$ cat config.mk
export PLATFORM = sky130hd
export DESIGN_NAME = tpo_timer
export DESIGN_NICKNAME = d
export VERILOG_FILES = /design/src/inc/tpo_pkg.sv /design/src/tpo_timer.sv
export SDC_FILE = /design/constraint.sdc
export NUM_CORES = 2
export LEC_CHECK = 0
export ABC_CLOCK_PERIOD_IN_PS = 21100
export BUFFER_PORTS_ARGS = -buffer_cell sky130_fd_sc_hd__buf_2
export CAP_MARGIN = 0
export CORE_ASPECT_RATIO = 0.5
export CORE_MARGIN = 4
export CORE_UTILIZATION = 40
export DETAILED_ROUTE_END_ITERATION = 10
export PLACE_DENSITY = 0.53
export SLEW_MARGIN = 20
export SYNTH_ARGS = -nofsm -noshare
export SYNTH_HDL_FRONTEND = slang
export SYNTH_SLANG_ARGS = --single-unit
$ cat constraint.sdc
create_clock -name clk -period 21.1 [get_ports clk]
set_clock_uncertainty 0.05 [all_clocks]
set_input_delay 1.055 -clock clk [delete_from_list [all_inputs] [get_ports clk]]
set_output_delay 1.055 -clock clk [all_outputs]
set_load 0.01 [all_outputs]
$ cat src/inc/tpo_pkg.sv
// Constants, register map and channel carrier of the pulse timer unit.
package tpo_pkg;
   localparam int ADDR_W = 18;
   localparam int IDX_W = 16;
   // Word indexes; the byte address is four times the index.
   localparam logic [15:0] IDX_START = 16'hfe70;
   localparam logic [15:0] IDX_NEXT_EN_HI = 16'hfe71;
   localparam logic [15:0] IDX_NEXT_EN_LO = 16'hfe72;
   localparam logic [15:0] IDX_NEXT_DATA = 16'hfe73;
   localparam logic [15:0] IDX_OUT_DATA = 16'hfe74;
   localparam logic [15:0] IDX_TRIG_SEL = 16'hfe75;
   localparam logic [15:0] IDX_IRQ_STAT = 16'hfe76;
   localparam logic [15:0] IDX_IRQ_MASK = 16'hfe77;
   localparam logic [15:0] IDX_MODE3 = 16'hfe81;
   localparam logic [15:0] IDX_CH_BASE = 16'hfe90;
   localparam int CH_STRIDE = 8;
   // Word offsets inside one channel block.
   localparam logic [2:0] CR_CTRL = 3'h0;
   localparam logic [2:0] CR_IEN = 3'h1;
   localparam logic [2:0] CR_STAT = 3'h2;
   localparam logic [2:0] CR_COUNT = 3'h3;
   localparam logic [2:0] CR_CMPA = 3'h4;
   localparam logic [2:0] CR_CMPB = 3'h5;
   localparam logic [2:0] CR_CMPD = 3'h6;
   // Control register fields.
   localparam int CKS_LSB = 0;
   localparam int CCLR_LSB = 5;
   localparam logic [2:0] CCLR_FREE = 3'h0;
   localparam logic [2:0] CCLR_CMPA = 3'h1;
   localparam logic [2:0] CCLR_CMPB = 3'h2;
   // Flag and enable positions, shared by status and interrupt enable.
   localparam int FLG_A = 0;
   localparam int FLG_B = 1;
   localparam int FLG_OVF = 4;
   localparam int MODE3_BUF_B = 4;
   localparam int TRIG_HI_LSB = 0;
   localparam int TRIG_LO_LSB = 4;
   localparam int BUF_CH = 3;
   localparam logic [7:0] RST_BYTE = 8'h00;
   localparam logic [15:0] RST_WORD = 16'h0000;
   localparam logic [15:0] CNT_MAX = 16'hffff;
   typedef struct packed {
      logic [7:0] ctrl;
      logic [7:0] ien;
      logic [7:0] stat;
      logic [7:0] armed;
      logic [5:0] pre;
      logic ticked;
      logic [15:0] count;
      logic [15:0] cmpA;
      logic [15:0] cmpB;
   } tpo_chan_t;
   localparam tpo_chan_t CHAN_RST = '{default: '0};
endpackage : tpo_pkg

$ cat src/tpo_timer.sv
// Timer channels, pulse output next-data logic and APB register slave.
//
// Design decision made here: the APB slave port.
`timescale 1ns/1ps
`default_nettype none

// Functional notes
// - After reset every counter is free running, with no clearing source selected.
// - A counter counts up only while its bit in the counter start register is 1.
// - A wrap from the maximum count to zero sets the channel overflow flag.
// - An overflow flag set while its enable bit is 1 raises an interrupt request.
// - After an overflow the counter keeps counting up from zero.
// - Compare-match clearing selected in the control register gives periodic counting.
// - In periodic mode a count equal to the compare register sets the flag and clears it.
// - A compare flag set while its enable bit is 1 raises an interrupt request.
// - After a compare clear the counter counts up again from zero.
// - Buffer bit 0 leaves compare register B alone; 1 reloads it from D.
// - An enabled pulse bit takes its staged next-data bit on the selected match.
// - A disabled pulse bit is not transferred and its output stays unchanged.
// - The high enable register covers outputs 15 to 8, the low one 7 to 0.
// - Reset and hardware standby clear both enable registers; software standby keeps them.
module tpo_timer
   import tpo_pkg::*;
#(
   parameter int NCH = 4
) (
   input wire logic clk, // System clock.
   input wire logic reset, // Asynchronous reset, active high.
   input wire logic ce, // Clock enable; state freezes while low.
   input wire logic psel, // APB select.
   input wire logic penable, // APB enable.
   input wire logic pwrite, // APB direction, high for write.
   input wire logic [ADDR_W-1:0] paddr, // APB byte address.
   input wire logic [31:0] pwdata, // APB write data.
   output logic [31:0] prdata, // APB read data.
   output logic pready, // APB ready.
   output logic pslverr, // APB error on unmapped address.
   input wire logic hwStandbyPin, // Hardware standby request pin.
   input wire logic swStandbyPin, // Software standby request pin.
   output logic [15:0] pulseOut, // Pulse output pins.
   output logic [NCH-1:0] chanIrq, // Per channel interrupt requests.
   output logic irq // Combined masked interrupt.
);
   localparam int CW = (NCH > 1) ? $clog2(NCH) : 1;
   localparam int EW = 2 * NCH;

   tpo_chan_t chan_q [NCH];
   tpo_chan_t chan_d [NCH];
   logic [NCH-1:0] start_q, start_d;
   logic [7:0] nextEnHi_q, nextEnHi_d;
   logic [7:0] nextEnLo_q, nextEnLo_d;
   logic [15:0] nextData_q, nextData_d;
   logic [15:0] outData_q, outData_d;
   logic [7:0] trigSel_q, trigSel_d;
   logic [7:0] mode3_q, mode3_d;
   logic [15:0] cmpD_q, cmpD_d;
   logic [EW-1:0] irqStat_q, irqStat_d;
   logic [EW-1:0] irqMask_q, irqMask_d;
   logic [31:0] rdata_q, rdata_d;
   logic [1:0] hwSync_q, swSync_q;

   logic [NCH-1:0] tick, matchA, matchB, ovf;
   logic [EW-1:0] events;
   logic [IDX_W-1:0] idx, chOff;
   logic [CW-1:0] chSel;
   logic [2:0] chReg;
   logic inCh, hit, acc, wr, rd, setup;
   logic hwStby, swStby;

   // Only the second stage of each synchroniser is looked at.
   assign hwStby = hwSync_q[1];
   assign swStby = swSync_q[1];

   assign idx = paddr[ADDR_W-1:2];
   assign chOff = idx - IDX_CH_BASE;
   assign chSel = chOff[CW+2:3];
   assign chReg = chOff[2:0];
   assign inCh = (idx >= IDX_CH_BASE) && (chOff < IDX_W'(NCH * CH_STRIDE));
   assign acc = psel && penable;
   assign wr = acc && pwrite;
   assign rd = acc && !pwrite;
   assign setup = psel && !penable;

   // Zero wait states: read data is captured in the setup phase.
   assign pready = 1'b1;
   assign pslverr = acc && !hit;
   assign prdata = rdata_q;
   assign pulseOut = outData_q;

   function automatic logic [5:0] preMask(input logic [1:0] cks);
      case (cks)
         2'h0: preMask = 6'h00;
         2'h1: preMask = 6'h03;
         2'h2: preMask = 6'h0f;
         default: preMask = 6'h3f;
      endcase
   endfunction : preMask

   always_comb begin
      hit = 1'b0;
      rdata_d = rdata_q;
      if (inCh) begin
         hit = (chReg <= CR_CMPB) || (chReg == CR_CMPD && 32'(chSel) == BUF_CH);
      end else begin
         case (idx)
            IDX_START, IDX_NEXT_EN_HI, IDX_NEXT_EN_LO, IDX_NEXT_DATA,
            IDX_OUT_DATA, IDX_TRIG_SEL, IDX_IRQ_STAT, IDX_IRQ_MASK,
            IDX_MODE3: hit = 1'b1;
            default: hit = 1'b0;
         endcase
      end
      if (setup) begin
         rdata_d = '0;
         if (inCh) begin
            case (chReg)
               CR_CTRL: rdata_d[7:0] = chan_q[chSel].ctrl;
               CR_IEN: rdata_d[7:0] = chan_q[chSel].ien;
               CR_STAT: rdata_d[7:0] = chan_q[chSel].stat;
               CR_COUNT: rdata_d[15:0] = chan_q[chSel].count;
               CR_CMPA: rdata_d[15:0] = chan_q[chSel].cmpA;
               CR_CMPB: rdata_d[15:0] = chan_q[chSel].cmpB;
               CR_CMPD: rdata_d[15:0] = cmpD_q;
               default: rdata_d = '0;
            endcase
         end else begin
            case (idx)
               IDX_START: rdata_d[NCH-1:0] = start_q;
               IDX_NEXT_EN_HI: rdata_d[7:0] = nextEnHi_q;
               IDX_NEXT_EN_LO: rdata_d[7:0] = nextEnLo_q;
               IDX_NEXT_DATA: rdata_d[15:0] = nextData_q;
               IDX_OUT_DATA: rdata_d[15:0] = outData_q;
               IDX_TRIG_SEL: rdata_d[7:0] = trigSel_q;
               IDX_IRQ_STAT: rdata_d[EW-1:0] = irqStat_q;
               IDX_IRQ_MASK: rdata_d[EW-1:0] = irqMask_q;
               IDX_MODE3: rdata_d[7:0] = mode3_q;
               default: rdata_d = '0;
            endcase
         end
      end
   end

   // Channel counters, flags and compare registers.
   always_comb begin
      chan_d = chan_q;
      cmpD_d = cmpD_q;
      tick = '0;
      matchA = '0;
      matchB = '0;
      ovf = '0;
      for (int c = 0; c < NCH; c++) begin
         // Prescaler stops with the counter and keeps its value, so a restart resumes the partial period.
         if (start_q[c] && !swStby) begin
            chan_d[c].pre = chan_q[c].pre + 6'h01;
            tick[c] = (chan_q[c].pre & preMask(chan_q[c].ctrl[CKS_LSB +: 2]))
               == preMask(chan_q[c].ctrl[CKS_LSB +: 2]);
         end
         chan_d[c].ticked = tick[c];
         // The compare sees the counter value taken on the previous tick.
         matchA[c] = chan_q[c].ticked && (chan_q[c].count == chan_q[c].cmpA);
         matchB[c] = chan_q[c].ticked && (chan_q[c].count == chan_q[c].cmpB);
         if (tick[c]) begin
            if ((chan_q[c].ctrl[CCLR_LSB +: 3] == CCLR_CMPA
                 && chan_q[c].count == chan_q[c].cmpA)
                || (chan_q[c].ctrl[CCLR_LSB +: 3] == CCLR_CMPB
                 && chan_q[c].count == chan_q[c].cmpB)) begin
               chan_d[c].count = RST_WORD;
            end else begin
               chan_d[c].count = chan_q[c].count + 16'h0001;
               ovf[c] = chan_q[c].count == CNT_MAX;
            end
         end
         if (c == BUF_CH && mode3_q[MODE3_BUF_B] && matchB[c]) begin
            chan_d[c].cmpB = cmpD_q;
         end
         if (rd && inCh && 32'(chSel) == c && chReg == CR_STAT) begin
            chan_d[c].armed = chan_q[c].stat;
         end
         if (wr && inCh && 32'(chSel) == c) begin
            case (chReg)
               CR_CTRL: chan_d[c].ctrl = pwdata[7:0];
               CR_IEN: chan_d[c].ien = pwdata[7:0];
               CR_STAT: begin
                  chan_d[c].stat = chan_q[c].stat
                     & ~(chan_q[c].armed & ~pwdata[7:0]);
                  chan_d[c].armed = RST_BYTE;
               end
               CR_COUNT: chan_d[c].count = pwdata[15:0];
               CR_CMPA: chan_d[c].cmpA = pwdata[15:0];
               CR_CMPB: chan_d[c].cmpB = pwdata[15:0];
               CR_CMPD: begin
                  if (c == BUF_CH) begin
                     cmpD_d = pwdata[15:0];
                  end
               end
               default: chan_d[c].ctrl = chan_d[c].ctrl;
            endcase
         end
         // Hardware setting wins over a software clear in the same cycle.
         if (ovf[c]) begin
            chan_d[c].stat[FLG_OVF] = 1'b1;
         end
         if (matchA[c]) begin
            chan_d[c].stat[FLG_A] = 1'b1;
         end
         if (matchB[c]) begin
            chan_d[c].stat[FLG_B] = 1'b1;
         end
      end
      if (hwStby) begin
         for (int c = 0; c < NCH; c++) begin
            chan_d[c] = CHAN_RST;
         end
         cmpD_d = RST_WORD;
      end
   end

   // Requests follow flag and enable as levels.
   always_comb begin
      for (int c = 0; c < NCH; c++) begin
         chanIrq[c] = |(chan_q[c].stat & chan_q[c].ien
            & ((8'h01 << FLG_A) | (8'h01 << FLG_B) | (8'h01 << FLG_OVF)));
         events[c] = matchA[c];
         events[NCH + c] = ovf[c];
      end
   end

   assign irq = |(irqStat_q & irqMask_q);

   // Global registers, pulse output data and interrupt status.
   always_comb begin
      start_d = start_q;
      nextEnHi_d = nextEnHi_q;
      nextEnLo_d = nextEnLo_q;
      nextData_d = nextData_q;
      outData_d = outData_q;
      trigSel_d = trigSel_q;
      mode3_d = mode3_q;
      irqMask_d = irqMask_q;
      irqStat_d = irqStat_q;
      if (rd && !inCh && idx == IDX_IRQ_STAT) begin
         irqStat_d = '0;
      end
      if (wr && !inCh) begin
         case (idx)
            IDX_START: start_d = pwdata[NCH-1:0];
            IDX_NEXT_EN_HI: nextEnHi_d = pwdata[7:0];
            IDX_NEXT_EN_LO: nextEnLo_d = pwdata[7:0];
            IDX_NEXT_DATA: nextData_d = pwdata[15:0];
            IDX_OUT_DATA: outData_d = pwdata[15:0];
            IDX_TRIG_SEL: trigSel_d = pwdata[7:0];
            IDX_IRQ_MASK: irqMask_d = pwdata[EW-1:0];
            IDX_MODE3: mode3_d = pwdata[7:0];
            default: start_d = start_q;
         endcase
      end
      // A match moves only the enabled bits; disabled bits hold their output.
      if (matchA[trigSel_q[TRIG_HI_LSB +: CW]]) begin
         outData_d[15:8] = (nextEnHi_q & nextData_q[15:8])
            | (~nextEnHi_q & outData_q[15:8]);
      end
      if (matchA[trigSel_q[TRIG_LO_LSB +: CW]]) begin
         outData_d[7:0] = (nextEnLo_q & nextData_q[7:0])
            | (~nextEnLo_q & outData_q[7:0]);
      end
      irqStat_d = irqStat_d | events;
      // Software standby leaves every register as it stands.
      if (hwStby) begin
         start_d = '0;
         nextEnHi_d = RST_BYTE;
         nextEnLo_d = RST_BYTE;
         nextData_d = RST_WORD;
         outData_d = RST_WORD;
         trigSel_d = RST_BYTE;
         mode3_d = RST_BYTE;
         irqMask_d = '0;
         irqStat_d = '0;
      end
   end

   always_ff @(posedge clk or posedge reset) begin
      if (reset) begin
         for (int c = 0; c < NCH; c++) begin
            chan_q[c] <= CHAN_RST;
         end
         cmpD_q <= RST_WORD;
         start_q <= '0;
         nextEnHi_q <= RST_BYTE;
         nextEnLo_q <= RST_BYTE;
         nextData_q <= RST_WORD;
         outData_q <= RST_WORD;
         trigSel_q <= RST_BYTE;
         mode3_q <= RST_BYTE;
         irqMask_q <= '0;
         irqStat_q <= '0;
         rdata_q <= '0;
         hwSync_q <= '0;
         swSync_q <= '0;
      end else if (ce) begin
         chan_q <= chan_d;
         cmpD_q <= cmpD_d;
         start_q <= start_d;
         nextEnHi_q <= nextEnHi_d;
         nextEnLo_q <= nextEnLo_d;
         nextData_q <= nextData_d;
         outData_q <= outData_d;
         trigSel_q <= trigSel_d;
         mode3_q <= mode3_d;
         irqMask_q <= irqMask_d;
         irqStat_q <= irqStat_d;
         rdata_q <= rdata_d;
         hwSync_q <= {hwSync_q[0], hwStandbyPin};
         swSync_q <= {swSync_q[0], swStandbyPin};
      end
   end
endmodule : tpo_timer

`default_nettype wire

Word level (Yosys, flattened, before mapping)
Cells that the tools add are included.
- bits in registers: 484
- input port bits: 58
- output and inout port bits: 55
- word-level logic and storage cells: 439
- add/subtract/negate cells: 9
- magnitude comparators: 6
- eq/ne operators: 50
- multiplexer cells: 117
- bitwise logic cells: 32
- reductions and logical operators: 163
- operators with widths (kind ; count):
    16-bit two-way mux ; 30
    348-bit two-way mux ; 1
    16-bit == test, second input constant ; 13
    8-bit two-way mux ; 25
    48-bit two-way mux ; 4
    87-bit binary-select mux with 2-bit select ; 1
    87-bit two-way mux ; 2
    16-bit == test ; 8
    32-bit two-way mux ; 4
    3-bit AND reduction ; 41
    8-bit AND ; 13
    3-bit nonzero test ; 28
    6-bit one-hot mux with 3 select lines ; 4
    16-bit by 1-bit adder with 16-bit output, second input constant ; 4
    8-bit inverter ; 7
    8-bit one-hot mux with 7 select lines ; 1
    6-bit two-way mux ; 8
    1-bit logical AND ; 45
    2-bit nonzero test ; 22
    4-bit one-hot mux with 9 select lines ; 1
    4-bit one-hot mux with 8 select lines ; 1
    8-bit one-hot mux with 4 select lines ; 1
    1-bit two-way mux ; 28
    6-bit by 1-bit adder with 6-bit output, second input constant ; 4
    27 further kinds ; 81

Logic depth before layout (Yosys ltp)
- depth in word-level cells: 11
- gate-level depth with buffers: 14
- gate-level depth less buffers: 10

Worst setup path after synthesis
OpenSTA, ideal clock, no wires.
- path kind: input -> output
- start: input port paddr[2]
- end: output port pslverr
- arrival: 2450 ps
- required time: 19995 ps
- path slack: 17545 ps
- stages on the path: 8
- path buffers: 2
- path through: clkbuf_1 nand2b_1 clkbuf_1 nor2_1 nor4b_2 nor3_1 o21ai_0 a21oi_1
- longest elaborated chain between the ends: 7
- elaborated cells on any way between the ends: 23
- classes of those cells: add/sub (1); order compare (3); eq/ne (11); mux (2); reduce/logical (6)
- RTL lines (element ; line ; text):
    start, declared ; tpo_timer.sv:33 ; input wire logic [ADDR_W-1:0] paddr,
    branches (longest 4 deep; another with 16-bit subtractor) ; - ;
    1-bit two-way mux (*) ; tpo_timer.sv:102 ; if (inCh) begin
    1-bit logical NOT (*) ; tpo_timer.sv:86 ; assign pslverr = acc && !hit;
    1-bit logical AND (*) ; tpo_timer.sv:86 ;
    end, declared ; tpo_timer.sv:37 ; output logic pslverr,
Every way passes the cells marked *.

Worst setup path in the final report
- start: input port paddr[6]
- end: output port pslverr
- longest elaborated chain between the ends: 7
- elaborated cells on any way between the ends: 21
- classes of those cells: add/sub (1); order compare (2); eq/ne (10); mux (2); reduce/logical (6)
- RTL lines (element ; line):
    branches (longest 4 deep; another with 16-bit subtractor) ; -
    1-bit two-way mux (*) ; tpo_timer.sv:102
    1-bit logical NOT (*) ; tpo_timer.sv:86
    1-bit logical AND (*) ; tpo_timer.sv:86
Marked as above.

==> results by group <==
STA
  • Final setup fails: 0
  • Worst slew pin tran: 1.20 ns
  • Period utilisation layout: 23.8%
  • Fin crit period: 5.02 ns
  • Relative slew margins: 19.4%
  • Final TNS setup: 0 ns
  • Unrepaired setup endpoints after global routing: no
  • Min Hold Slack: 0.396 ns
  • Max-slew violation count: 0
  • F_max: 199 MHz
  • Final Hold Vio Count: 0

Placement
  • Port Buffers: 77
  • Area after DPL: 28000 µm²
  • Detailed placement HPWL: 79.9 mm
  • GP Congestion: 0.966

Worst setup path
  • Nature of the critical path startpoint: input pin
  • Critical Path RT: 20.00 ns
  • Top Family by Delay on Critical Path: buffers and inverters
  • Critical path class: input pin to primary output
  • CP max-delay cell: buf_4
  • Worst Setup SP: paddr[6]
  • Delay of the slowest critical-path stage: 0.74 ns
  • WP data arrival: 3.92 ns
  • R2R Path Start: chan_q[295]
  • Cells along the critical path: buf_4 -> buf_4 -> ha_1 -> and3b_1 -> nand4_1 -> o31ai_1 -> a21oi_1 -> buf_2
  • Max FO, Critical Path: 55
  • Buf/Inv on CP: 3
  • CP Capture Type: primary output
  • Crit-path most repeated cell: buf_4

Routing
  • Drt total wl: 114 mm
  • Vias per cell: 6.58
  • Drt drc: 0
  • Vias after detailed routing: 25200
  • DRT Pass-1 Iters: 6
  • Initial drt markers: 3718
  • Antenna viol nets, final: 0
  • Mean routed wirelength per cell: 29.7 µm

Clocking
  • Setup Buffers After CTS: 0
  • CTS tree: built
  • # resized after CTS: 0
  • Hold-fix buffers, CTS: 0
  • H-tree depth: 2
  • Clock Sinks: 468
  • Clk Latency, worst-skew pair: 0.63 ns
  • Clock root cell: clkbuf_16
  • Clock input transition at the sequential cells of the worst setup and hold paths: 0.06 ns
  • CTS buffer count: 48
  • Clock Tree Buf Depth: 3

Synth
  • Mean Syn Cell Area: 9.12 µm²
  • Yosys Warn Count: 0
  • Post-Syn Area: 27200 µm²
  • Most instantiated library cell after synthesis: nand2_1
  • Unique masters post-synth: 82
  • Syn Inst Count: 2982
  • Main synth FF type: dfrtp_1
  • Async set-reset flop share out of synthesis: 100%
  • Seq cells post-synth: 468
  • Share of the synthesized area in the top cell type: 43.1%
  • EDFF count, synth: 0
  • Yosys top cell by area: dfrtp_1
  • Synth top area cells: dfrtp_1 43%, nand2_1 6.5%, mux4_2 6.4%
  • Post-synthesis sequential area ratio: 43.1%
  • Post-synth top cells: 470 x nand2_1, 468 x dfrtp_1, 341 x o21ai_0

Global route
  • Largest net degree at the start of global routing: 203
  • First-pass GRT wire length: 165 mm
  • GRT Total Usage: 30.9%
  • Initial antenna violation count: 3
  • Total grt overflow: 0
  • Vias in the first global route: 23200

Power
  • PD cells: 96.6 nW/µm²
  • Max VDD drop: 0.0590 mV
  • Total power: 2.86 mW
  • Static leakage: 12.0 nW

Layout
  • Share of post-route cells with drive strength above 1: 11.5%
  • Sequential cell area: 11700 µm²
  • Multi-input gate area: 14300 µm²
  • Area Growth Syn to Fin: 9.01%
  • Post-route cell area: 29600 µm²
  • Final #Nets: 2957
  • Filler cells: 6419

Floorplan
  • Initial Utilization: 40.5%
  • Core Region: 67100 µm²
  • Die Wd: 377 µm
  • Ports: 113
  • Vert. Die Dim: 192 µm
  • Die ar.: 72500 µm²
  • Std-Cell Rows: 67

Hold path
  • Hold Path Class: flop to flop
  • Hold path startpoint: chan_q[236]

Outcome
  • Status: finished clean

Run
  • Count of max-cap constraint violations: 0
==> kinds of logic after synthesis <==
kind of cell / Yosys count / synth area share [%]
buffers and inverters: 320 / 4.86
other: 2 / 0.0276
and+or+nand+nor: 1007 / 17.6
adders and majority gates: 10 / 0.460
xor gates and xnor gates: 131 / 4.22
muxes: 106 / 7.48
AOI/OAI and AO/OA: 938 / 22.2
DFF: 468 / 43.1
==> layout by cell type, fill, tap and decap left out, types with 18 or more instances in the layout <==
cell type,Yosys,layout
a21oi_1,120,120
a221oi_1,25,25
a22o_1,42,42
a22oi_1,158,158
a31oi_1,31,31
a32oi_1,21,21
and2_1,43,43
and3_1,28,28
buf_2,17,74
buf_4,17,49
clkbuf_16,0,48
dfrtp_1,468,467
inv_1,37,35
mux2i_1,21,21
mux4_2,77,77
nand2_1,470,470
nand3_1,66,66
nand4_1,55,55
nor2_1,129,123
nor3_1,77,74
nor4_1,21,20
o21ai_0,341,335
o21ai_1,20,18
o2bb2ai_1,29,29
o41ai_1,19,19
or3_1,26,26
xnor2_1,131,131
==> state kept, by name, summed over array words and instances, names as in the netlist, 16 cells and up <==
register,cells
prdata,16
chan_q,348
pulseOut,16
nextData_q,16
cmpD_q,16
==> final cells by class <==
class                   count  share of cell area, %
flip-flops and latches    468                   39.5
inverters                  38                  0.511
clock buffers              70                   4.67
diodes                      1                0.00844
well taps                 897                   3.79
multi-input cells        2209                   48.2
clock inverters            18                  0.701
repair buffers            124                   2.56
==> worst paths after layout <==
kind | to | slack (ns) | cells past startpoint
worst max-delay path | pslverr | 16.08 | 8
worst min-delay path | chan_q[244] | 0.40 | 1
worst max register to register | pulseOut[11] | 17.24 | 8
worst min register to register | chan_q[244] | 0.40 | 1
max in group asynchronous | chan_q[288] | 16.61 | 6
min in group asynchronous | chan_q[51] | 0.53 | 2
==> layer usage <==
layer | track usage (%) | vias to the layer above | part of all wire [%]
met3 | 9.41 | 186 | 13
li1 | - | 10700 | -
met5 | 0 | - | 0.026
met2 | 41.1 | 1495 | 39
met1 | 47.8 | 12700 | 45
met4 | 7.86 | 4 | 2.6
==> power by group <==
| group | internal, mW | switching, mW | total, mW |
|---|---|---|---|
| Clock | 0.496 | 0.403 | 0.899 |
| Combinational | 0.279 | 0.343 | 0.622 |
| Sequential | 1.07 | 0.276 | 1.34 |
==> worst register-to-register path: cells and delay by family (launching register included) <==
kind | cells | cell delay (ns)
simple gates | 4 | 1.50
compound gates | 2 | 0.73
mux | 1 | 0.54
xor+xnor | 1 | 0.34
flops | 1 | 0.59
==> through the flow <==
step,util (%),instances,worst slack [ns]
after floorplan,-,2997,6.94
after global placement,41.7,3736,15.73
after detailed placement,41.8,3736,15.73
after CTS,44.1,3824,16.08
after global routing,44.1,3824,15.89
final,44.1,3825,16.08
No activity file was read; power rests on OpenSTA's default activity.
